File: src/ipd_defines.svh
// Constants for the indexed postbyte decoder
`ifndef IPD_DEFINES_SVH
`define IPD_DEFINES_SVH
`define IPD_PAGE2_PREFIX   8'h18
`define IPD_OFFSET_COUNT   (3'h0)
`define IPD_REG_CTRL       4'h0
`define IPD_REG_OPCODE     4'h1
`define IPD_REG_POSTBYTE   4'h2
`define IPD_REG_STATUS     4'h3
`define IPD_REG_OFFSET     4'h4
`define IPD_REG_COUNT      4'h5
`define IPD_CTRL_RESET     8'h01
`define IPD_CTRL_EN_BIT    0
`define IPD_CTRL_CLR_BIT   1
`define IPD_ACC_A          2'h0
`define IPD_ACC_B          2'h1
`define IPD_ACC_D          2'h2
`define IPD_ACC_DIND       2'h3
`endif

File: src/ipd_pkg.sv
// Types for the indexed postbyte decoder
package ipd_pkg;
  typedef enum logic [1:0] {
    IPD_BASE_X  = 2'h0,
    IPD_BASE_Y  = 2'h1,
    IPD_BASE_SP = 2'h2,
    IPD_BASE_PC = 2'h3
  } ipd_base_t;

  typedef enum logic [2:0] {
    IPD_OFS_CONST5 = 3'h0,
    IPD_OFS_CONST9 = 3'h1,
    IPD_OFS_CONST16 = 3'h2,
    IPD_OFS_IND16 = 3'h3,
    IPD_OFS_AUTO = 3'h4,
    IPD_OFS_ACC = 3'h5,
    IPD_OFS_IND_D = 3'h6
  } ipd_kind_t;

  typedef enum logic [1:0] {
    IPD_ST_OPCODE = 2'b00,
    IPD_ST_POST   = 2'b01,
    IPD_ST_EXT    = 2'b11
  } ipd_state_t;

  typedef struct packed {
    logic          valid;
    ipd_base_t     base;
    ipd_kind_t     kind;
    logic [1:0]    ext_count;
    logic [15:0]   const_offset;
    logic [1:0]    acc_choice;
    logic          auto_post;
    logic          indirect;
    logic          illegal;
  } ipd_dec_t;
endpackage

File: src/ipd_dec_if.sv
// Decoded postbyte carrier between decoder and sequencer
interface ipd_dec_if;
  import ipd_pkg::*;
  logic [7:0] indexed_postbyte;
  ipd_dec_t   dec;
  modport decoder (input indexed_postbyte, output dec);
  modport user    (output indexed_postbyte, input dec);
endinterface

File: src/ipd_postbyte_dec.sv
// Combinational decode of one indexed postbyte
module ipd_postbyte_dec
  import ipd_pkg::*;
(
  ipd_dec_if.decoder dif
);
`include "ipd_defines.svh"

  logic [7:0] pb;
  assign pb = dif.indexed_postbyte;

  always_comb begin
    ipd_dec_t d;
    d = '0;
    d.valid = 1'b1;
    if (!pb[5]) begin
      d.base = ipd_base_t'(pb[7:6]);
      d.kind = IPD_OFS_CONST5;
      d.const_offset = {{11{pb[4]}}, pb[4:0]};
      d.ext_count = 2'd0;
    end else if (pb[7:5] != 3'b111) begin
      d.base = ipd_base_t'(pb[7:6]);
      d.kind = IPD_OFS_AUTO;
      d.auto_post = pb[4];
      // +1..+8 stored as 0..7, negatives as two's complement
      d.const_offset = pb[3] ? {{12{1'b1}}, pb[3:0]}
                             : {12'h000, pb[3:0]} + 16'h0001;
      d.illegal = 1'b0;
      d.ext_count = 2'd0;
    end else begin
      d.base = ipd_base_t'(pb[4:3]);
      if (!pb[2]) begin
        if (pb[1:0] == 2'b11) begin
          d.kind = IPD_OFS_IND16;
          d.indirect = 1'b1;
          d.ext_count = 2'd2;
        end else if (pb[1]) begin
          d.kind = IPD_OFS_CONST16;
          d.ext_count = 2'd2;
        end else begin
          d.kind = IPD_OFS_CONST9;
          d.const_offset = {{8{pb[0]}}, 8'h00};
          d.ext_count = 2'd1;
        end
      end else begin
        d.acc_choice = pb[1:0];
        if (pb[1:0] == `IPD_ACC_DIND) begin
          d.kind = IPD_OFS_IND_D;
          d.indirect = 1'b1;
        end else begin
          d.kind = IPD_OFS_ACC;
        end
        d.ext_count = 2'd0;
      end
    end
    dif.dec = d;
  end
endmodule

File: src/ipd_top.sv
// Indexed postbyte decoder with opcode page tracking and register port
//
// Notes on behaviour
// - Base select 00=X, 01=Y, 10=SP, 11=PC.
// - rr0nnnnn gives 5-bit signed offset -16..+15, no extension bytes.
// - Constant offsets 5, 9 and 16 bits; wide forms via 111rr0zs.
// - One postbyte after opcode, then zero, one or two extension bytes.
// - 111rr011 is 16-bit offset indexed-indirect from any base.
// - rr1pnnnn auto update; p=0 pre, p=1 post; PC invalid.
// - Update +1..+8 coded 0000..0111; negatives two's complement.
// - 111rr1aa accumulator offset: A, B, D; 11 is D indirect.
// - 111rr111 indirect through base plus D, any base.
// - Opcodes 8-bit; byte 18 hex prefixes second page.
// - Postbyte may encode transfer/exchange/loop; extensions are data.
// - 9-bit form low byte in one extension; 16-bit uses two.
// - Indirect forms first read 16-bit pointer, then use it.
module ipd_top
  import ipd_pkg::*;
(
  input  wire logic        clk,
  input  wire logic        sys_rst,
  input  wire logic        byte_valid,
  input  wire logic [7:0]  byte_data,
  input  wire logic        byte_is_opcode,
  input  wire logic        opcode_indexed,
  output logic             byte_ready,
  output logic             dec_valid,
  output logic             dec_page2,
  output logic [7:0]       dec_opcode,
  output logic [1:0]       dec_base,
  output logic [2:0]       dec_kind,
  output logic [15:0]      dec_offset,
  output logic [1:0]       dec_acc_choice,
  output logic             dec_auto_post,
  output logic             dec_indirect,
  output logic             dec_illegal,
  output logic             dec_pointer_fetch,
  input  wire logic [3:0]  reg_addr,
  input  wire logic [7:0]  reg_wdata,
  input  wire logic        reg_wr,
  input  wire logic        reg_rd,
  output logic [7:0]       reg_rdata
);
`include "ipd_defines.svh"

  typedef struct packed {
    ipd_state_t  st;
    logic        page2;
    logic        opc_page2;
    logic [7:0]  opcode;
    logic [7:0]  postbyte;
    ipd_dec_t    dec;
    logic [1:0]  ext_left;
    logic [15:0] offset;
    logic        out_valid;
    logic        ptr_fetch;
    logic [7:0]  ctrl;
    logic        err;
    logic [7:0]  done_count;
    logic [7:0]  rdata;
  } ipd_state_rec_t;

  ipd_state_rec_t r;
  ipd_state_rec_t next_r;

  ipd_dec_if dif();
  assign dif.indexed_postbyte = byte_data;

  ipd_postbyte_dec u_dec (
    .dif (dif.decoder)
  );

  function automatic logic [7:0] read_mux(input ipd_state_rec_t s,
                                          input logic [3:0] a);
    logic [7:0] v;
    v = 8'h00;
    case (a)
      `IPD_REG_CTRL:     v = s.ctrl;
      `IPD_REG_OPCODE:   v = s.opcode;
      `IPD_REG_POSTBYTE: v = s.postbyte;
      `IPD_REG_STATUS:   v = {4'h0, s.err, s.page2, s.st};
      `IPD_REG_OFFSET:   v = s.offset[7:0];
      `IPD_REG_COUNT:    v = s.done_count;
      default:           v = 8'h00;
    endcase
    return v;
  endfunction

  logic enabled;
  assign enabled = r.ctrl[`IPD_CTRL_EN_BIT];
  assign byte_ready = enabled;

  always_comb begin
    next_r = r;
    next_r.out_valid = 1'b0;
    next_r.ptr_fetch = 1'b0;
    next_r.rdata = reg_rd ? read_mux(r, reg_addr) : 8'h00;
    if (enabled && byte_valid) begin
      unique case (r.st)
        IPD_ST_OPCODE: begin
          if (byte_is_opcode && byte_data == `IPD_PAGE2_PREFIX && !r.page2)
          begin
            next_r.page2 = 1'b1;
          end else begin
            next_r.opcode = byte_data;
            // Page of this opcode is kept beside it; prefix is consumed
            next_r.opc_page2 = r.page2;
            next_r.page2 = 1'b0;
            // Non-indexed postbytes (transfer, loop) pass undecoded
            next_r.st = opcode_indexed ? IPD_ST_POST : IPD_ST_OPCODE;
          end
        end
        IPD_ST_POST: begin
          next_r.postbyte = byte_data;
          next_r.dec = dif.dec;
          next_r.offset = dif.dec.const_offset;
          next_r.ext_left = dif.dec.ext_count;
          if (dif.dec.kind == IPD_OFS_AUTO && byte_data[7:6] == 2'b11) begin
            next_r.err = 1'b1;
            next_r.dec.illegal = 1'b1;
          end
          if (dif.dec.ext_count == 2'd0) begin
            next_r.st = IPD_ST_OPCODE;
            next_r.out_valid = 1'b1;
            next_r.ptr_fetch = dif.dec.indirect;
            next_r.done_count = r.done_count + 8'h01;
          end else begin
            next_r.st = IPD_ST_EXT;
          end
        end
        IPD_ST_EXT: begin
          if (r.dec.kind == IPD_OFS_CONST9) begin
            next_r.offset = {r.offset[15:8], byte_data};
          end else if (r.ext_left == 2'd2) begin
            next_r.offset = {byte_data, 8'h00};
          end else begin
            next_r.offset = {r.offset[15:8], byte_data};
          end
          next_r.ext_left = r.ext_left - 2'd1;
          if (r.ext_left == 2'd1) begin
            next_r.st = IPD_ST_OPCODE;
            next_r.out_valid = 1'b1;
            next_r.ptr_fetch = r.dec.indirect;
            next_r.done_count = r.done_count + 8'h01;
          end
        end
        default: next_r.st = IPD_ST_OPCODE;
      endcase
    end
    if (reg_wr && reg_addr == `IPD_REG_CTRL) begin
      next_r.ctrl = reg_wdata;
      if (reg_wdata[`IPD_CTRL_CLR_BIT]) begin
        next_r.err = 1'b0;
        next_r.done_count = 8'h00;
      end
    end
    if (enabled && byte_valid && r.st == IPD_ST_POST &&
        dif.dec.kind == IPD_OFS_AUTO && byte_data[7:6] == 2'b11) begin
      next_r.err = 1'b1;
    end
  end

  always_ff @(posedge clk) begin
    if (sys_rst) begin
      r <= '0;
      r.ctrl <= `IPD_CTRL_RESET;
    end else begin
      r <= next_r;
    end
  end

  assign dec_valid         = r.out_valid;
  assign dec_page2         = r.opc_page2;
  assign dec_opcode        = r.opcode;
  assign dec_base          = r.dec.base;
  assign dec_kind          = r.dec.kind;
  assign dec_offset        = r.offset;
  assign dec_acc_choice    = r.dec.acc_choice;
  assign dec_auto_post     = r.dec.auto_post;
  assign dec_indirect      = r.dec.indirect;
  assign dec_illegal       = r.dec.illegal;
  assign dec_pointer_fetch = r.ptr_fetch;
  assign reg_rdata         = r.rdata;
endmodule
File: config.mk
export PLATFORM = sky130hd
export DESIGN_NAME = ipd_top
export DESIGN_NICKNAME = d
export VERILOG_FILES = /design/src/ipd_pkg.sv /design/src/ipd_dec_if.sv /design/src/ipd_postbyte_dec.sv /design/src/ipd_top.sv
export VERILOG_INCLUDE_DIRS = /design/src /design/src/src
export SDC_FILE = /design/constraint.sdc
export NUM_CORES = 1
export LEC_CHECK = 0
export ABC_AREA = 1
export CORE_ASPECT_RATIO = 0.75
export CORE_UTILIZATION = 45
export CTS_BUF_LIST = sky130_fd_sc_hd__clkbuf_8
export CTS_CLUSTER_DIAMETER = 50
export CTS_CLUSTER_SIZE = 10
export DETAILED_ROUTE_END_ITERATION = 10
export DONT_BUFFER_PORTS = 1
export PLACE_DENSITY = 0.62
export SYNTH_ARGS = -nofsm -noshare
export SYNTH_HDL_FRONTEND = slang
export SYNTH_SLANG_ARGS = --single-unit
File: constraint.sdc
create_clock -name clk -period 1.77 [get_ports clk]
set_input_delay 0.177 -clock clk [delete_from_list [all_inputs] [get_ports clk]]
set_output_delay 0.177 -clock clk [all_outputs]
set_load 0.01 [all_outputs]
# Yosys cells after proc, flatten, opt, wreduce, memory -nomap -nowiden
# Index checks and enable logic that the tools add are counted.
[word_totals]
register_bits = 75
latchBits = 0
mem_bits_rw = 0
rom_bits = 0
output_inout_bits = 46
wordCells = 104
n_memories = 0
[op_classes]
add_sub_neg = 3
n_mul = 0
div_mod_pow = 0
order_cmp = 0
n_eq_ne = 19
n_shift = 0
mux = 38
bitwise_logic = 3
n_reduce_logical = 21
[ops]
columns = ["op", "count"]
rows = [
  ["two-way mux 16 bit", 6],
  ["one-hot mux 8 bit (6 select lines)", 1],
  ["two-way mux 23 bit", 2],
  ["one-hot mux 20 bit (2 select lines)", 1],
  ["two-way mux 9 bit", 3],
  ["two-way mux 2 bit", 8],
  ["two-way mux 8 bit", 2],
  ["one-hot mux 8 bit (2 select lines)", 1],
  ["two-way mux 5 bit", 2],
  ["two-way mux 1 bit", 9],
  ["adder 8 x 1 -> 8 bit (second input constant)", 1],
  ["== test 2 bit (second input constant)", 4],
  ["== test 4 x 2 -> 1 bit (second input constant)", 2],
  ["== test 4 x 3 -> 1 bit (second input constant)", 2],
  ["== test 8 x 5 -> 1 bit (second input constant)", 1],
  ["logical AND 1 bit", 8],
  ["two-way mux 4 bit", 2],
  ["!= test 2 bit (second input constant)", 4],
  ["one-hot mux 2 bit (3 select lines)", 1],
  ["AND reduction 2 bit", 3],
  ["AND reduction 3 bit", 2],
  ["adder 4 x 1 -> 5 bit (second input constant)", 1],
  ["== test 2 x 1 -> 1 bit (second input constant)", 2],
  ["== test 4 x 1 -> 1 bit (second input constant)", 1],
  ["11 further kinds", 15],
]

# Depth between registers and ports, before layout
[depth]
depth_word = 13
ltp_mapped = 10

# Cells and area by module
# From an unflattened synthesis, not the netlist that was laid out.
[unflattened]
hier_cells = 620
hier_area_um2 = 4137.7
[modules_own_cells]
columns = ["module", "n_inst", "cells_each", "area_each_um2"]
rows = [
  ["ipd_top", 1, 546, 3724.8],
  ["ipd_postbyte_dec", 1, 74, 412.9],
]

# Worst setup path before layout
# OpenSTA, ideal clock, no wires.
[synth_timing]
path_type = "flip-flop to flip-flop"
startpoint = "register r[43] in the netlist's numbering"
endpoint = "register r (netlist bit dec_offset[10])"
arrival_time_ns = 1.293
required_ns = 1.658
slack_ns = 0.365
path_stages_with_launch = 11
path_buffers = 1
cell_sequence = "dfxtp_1 -> inv_1 -> ha_1 -> buf_1 -> nand2_1 -> nand2_1 -> nand2_2 -> inv_2 -> nand2_1 -> nor2_1 -> nor2_1"
[synth_between]
elab_chain_len = 3
[synth_lines]
columns = ["element", "line_no", "text"]
rows = [
  ["from (decl)", "ipd_top.sv:63", "ipd_state_rec_t r;"],
  ["from (signal assigned)", "ipd_top.sv:168", "r <= next_r;"],
  ["== test 2 bit", "ipd_top.sv:134", "end else if (r.ext_left == 2'd2) begin"],
  ["!= test 2 bit (no source line)", "n/a", ""],
  ["AND reduction 4 bit (no source line)", "n/a", ""],
]
# No other way between the ends.
# A chain may end at the register's enable or synchronous reset.

# Worst setup path in the final report
[layout_timing]
startpoint = "register r (netlist bit byte_ready)"
endpoint = "register r (netlist bit dec_offset[7])"
[layout_between]
elab_chain_len = 2
[layout_lines]
columns = ["element", "line_no", "text"]
rows = [
  ["logical AND 1 bit", "ipd_top.sv:98", "if (enabled && byte_valid) begin"],
  ["AND reduction 2 bit (no source line)", "n/a", ""],
]
# No other way between the ends.

==> impl_metrics.tcl <==
set metrics [dict create \
    status "finished with violations" \
    violations "design-rule violations" \
    r2r_end "dec_offset[7]" \
    synthAdderAreaFrac 0.0247 \
    port_buffers 0 \
    initialDrtViolationCount 379 \
    crit_top_cell "nand2_1" \
    critPathCapture "dec_offset[7]" \
    path_class "register to register" \
    synth_xor_area_frac 0 \
    tritoncts "yes" \
    skew_ns 0.0140 \
    cts_buffers 9 \
    post-place-ws_ns 0.191 \
    max_stage_delay_ns 0.37 \
    cts_resized 0 \
    die_height_um 84.2 \
    yosys_most_used_dff "dfxtp_1" \
    switching_share 0.273 \
    clkSinkCount 75 \
    hold_viol_final 0 \
    die_w_um 112 \
    hp-class "primary input to register" \
    grt_overflow 0 \
    multi_input_area_um2 1890 \
    nets 590 \
    gp_congestion 0.938 \
    setup_viol 0 \
    ant_nets 0 \
    synth.top_cells.by_area "dfxtp_1 (37%), nand2_1 (11%), buf_4 (7.6%), a21oi_1 (6.3%), nand3_1 (5.4%)" \
    synth_compound_area_frac 0.151 \
    antenna_found_initial 0 \
    crit_family "buffers and inverters" \
    synth-simple-area-share 0.290 \
    via_per_inst 5.50 \
    drt-pass1-iter-count 9 \
    worstMarginPinSlew_ns 0.810 \
    r2r_setup_slack_ns 0.17 \
    seqCellArea_um2 1500 \
    core_um2 8600 \
    setup_ws_ns 0.169 \
    syn2layout_area_growth_pct 4.75 \
    arrival_ns 1.87 \
    diodes 0 \
    relSlewSlack 0.458 \
    drt-total-wl_mm 11.0 \
    fin_tns_setup_ns 0 \
    ir_worst_vdd_uv 346 \
    path_cells "nand2_1, inv_2, nand2_2, inv_1, buf_4, nand2_1, a21oi_1, nor2_1" \
    power.internal_mw 2.85 \
    cts-root-buf "clkbuf_8" \
    synthTopCellsByCount "nand2_1 (115), dfxtp_1 (75), inv_1 (56)" \
    pwr-share-clk 0.431 \
    power.switching_mw 1.07 \
    power_density_nw_per_um2 922 \
    ys_ff_latch 75 \
    fp-row-count 29 \
    cp.required_ns 2.04 \
    wl_per_cell_um 16.4 \
    htreeDepth 3 \
    drive_gt1_frac 0.111 \
    crit_fanout 12 \
    synth_top_family_by_area "simple AND/OR/NAND/NOR gates" \
    via_count 3676 \
    path_clk_slew_ns 0.09 \
    synth_top_area_share 0.370 \
    drv_cap 0 \
    start_kind "register" \
    syn-num-nets 614 \
    cp.depth 8 \
    yosysMostFrequentCell "nand2_1" \
    rsz0062_at_grt "no" \
    p_leak_nw 1.76 \
    grt_max_degree 30 \
    ys_async_sr_fraction 0 \
    rr_startpoint "byte_ready" \
    crit_buf_inv 3 \
    seq_area_frac_synth 0.370 \
    whs_path_depth 2 \
    yosysWarnings 0 \
    drv_slew 0 \
    synth_cells 579 \
    ys_types 33 \
    reg2reg_depth 8 \
    clk_latency_ns 0.36 \
    cp-startpoint "byte_ready" \
    dp_hpwl_mm 7.98 \
    post-route-period-util 0.905 \
    drc 8 \
    die_area_um2 9400 \
    worst_setup_path_end_kind "register" \
    synthMuxAreaShare 0 \
    grt_pass1_vias 3328 \
    synth_edf_count 0 \
    cp_slowest_cell "dfxtp_1" \
    max_freq_mhz 625 \
    grt.total_usage 0.239 \
    fill_cells 895 \
    fin_crit_ns 1.60 \
    netlist_area_um2 4060 \
    io_pins 73 \
    cts_buffer_depth 2 \
    grt_pass1_wl_mm 17.3 \
    comb_power_share 0.102 \
    p_seq_frac 0.467 \
    post-synth-top-area-cell "dfxtp_1" \
    start_util 0.472 \
    avgSynthCellArea_um2 7.01 \
]
## layer usage
layer  part of all wire  vias to the layer above  global-route usage
li1                   -                     1795                   -
met3              0.094                       22              0.0744
met1               0.48                     1698               0.334
met5                  0                        -                   0
met4              0.016                        0              0.0700
met2               0.41                      161               0.349
## cell type report
| cell class | count | share of cell area |
|---|---|---|
| Clock inverter | 7 | 0.0306 |
| Sequential cell | 75 | 0.353 |
| Inverter | 66 | 0.0583 |
| Clock buffer | 9 | 0.0292 |
| Multi-Input combinational cell | 378 | 0.445 |
| Timing Repair Buffer | 25 | 0.0518 |
| Tap cell | 108 | 0.0318 |
## what timing repair did
item,CTS,global route
hold endpoints to repair,34,0
endpoints found under the setup margin,0,0
setup buffers,0,0
hold buffers,13,0
## cell families (layout without fill, tap and decap cells)
logic type      after synthesis  after routing
compound gates              113            113
fa+ha+maj                     8              8
buf+inv                     126            107
flops                        75             75
simple gates                257            257
## worst min-delay path by stage
stage	start	end	slack, ns
3_5_place_dp	sys_rst	dec_acc_choice[1]	0.25
6_report	byte_data[4]	dec_base[1]	0.004
3_3_place_gp	sys_rst	dec_kind[2]	0.25
4_1_cts	byte_data[4]	dec_base[1]	0.0007
5_1_grt	byte_data[4]	dec_base[1]	0.01
2_1_floorplan	reg_wdata[0]	byte_ready	0.30
## power by group through the flow
stage          clock [mW]  sequential [mW]  combinational, mW
6_report             1.69             1.83              0.400
5_1_grt              1.78             1.84              0.447
4_1_cts              1.72             1.83              0.394
3_5_place_dp            0             1.87              0.348
3_3_place_gp            0             1.87              0.344
2_1_floorplan           0             1.82              0.369
## per-stage QoR
stage	utilization	cell area [µm²]	std cells	power, mW	hold WS (ns)
floorplan	-	4060	579	2.19	0.303
global placement	0.449	3860	639	2.21	0.249
detailed placement	0.449	3860	639	2.22	0.251
CTS	0.494	4250	668	3.94	0.000674
global route	0.494	4250	668	4.06	0.0123
finish	0.494	4250	668	3.92	0.00377
## cells in the final DEF (no fill, tap or decap), drive strengths merged
master,netlist,layout
a21oi,54,54
a22oi,1,1
a31oi,2,2
and3,1,1
buf,52,12
bufinv,0,3
clkbuf,8,9
dfxtp,75,75
dlygate4sd3,0,13
ha,8,8
inv,66,70
nand2,124,124
nand3,46,46
nand4,18,18
nor2,63,63
nor3,5,5
o21a,3,3
o21ai,46,46
o21bai,3,3
o22ai,3,3
o31ai,1,1
## flip-flops by register name (all words and copies together), names as in the netlist
| signal | flops |
|---|---|
| byte_ready | 1 |
| dec_acc_choice | 2 |
| dec_auto_post | 1 |
| dec_base | 2 |
| dec_illegal | 1 |
| dec_indirect | 1 |
| dec_kind | 3 |
| dec_offset | 16 |
| dec_opcode | 8 |
| dec_page2 | 1 |
| dec_pointer_fetch | 1 |
| dec_valid | 1 |
| r | 29 |
| reg_rdata | 8 |
## worst reg2reg max path: stages (launching register included)
cell     delay (ns)
dfxtp_1        0.37
nand2_1        0.09
inv_2          0.14
nand2_2        0.14
inv_1          0.21
buf_4          0.22
nand2_1        0.11
a21oi_1        0.17
nor2_1         0.06
Note: power is estimated with default switching activity, not from simulation.
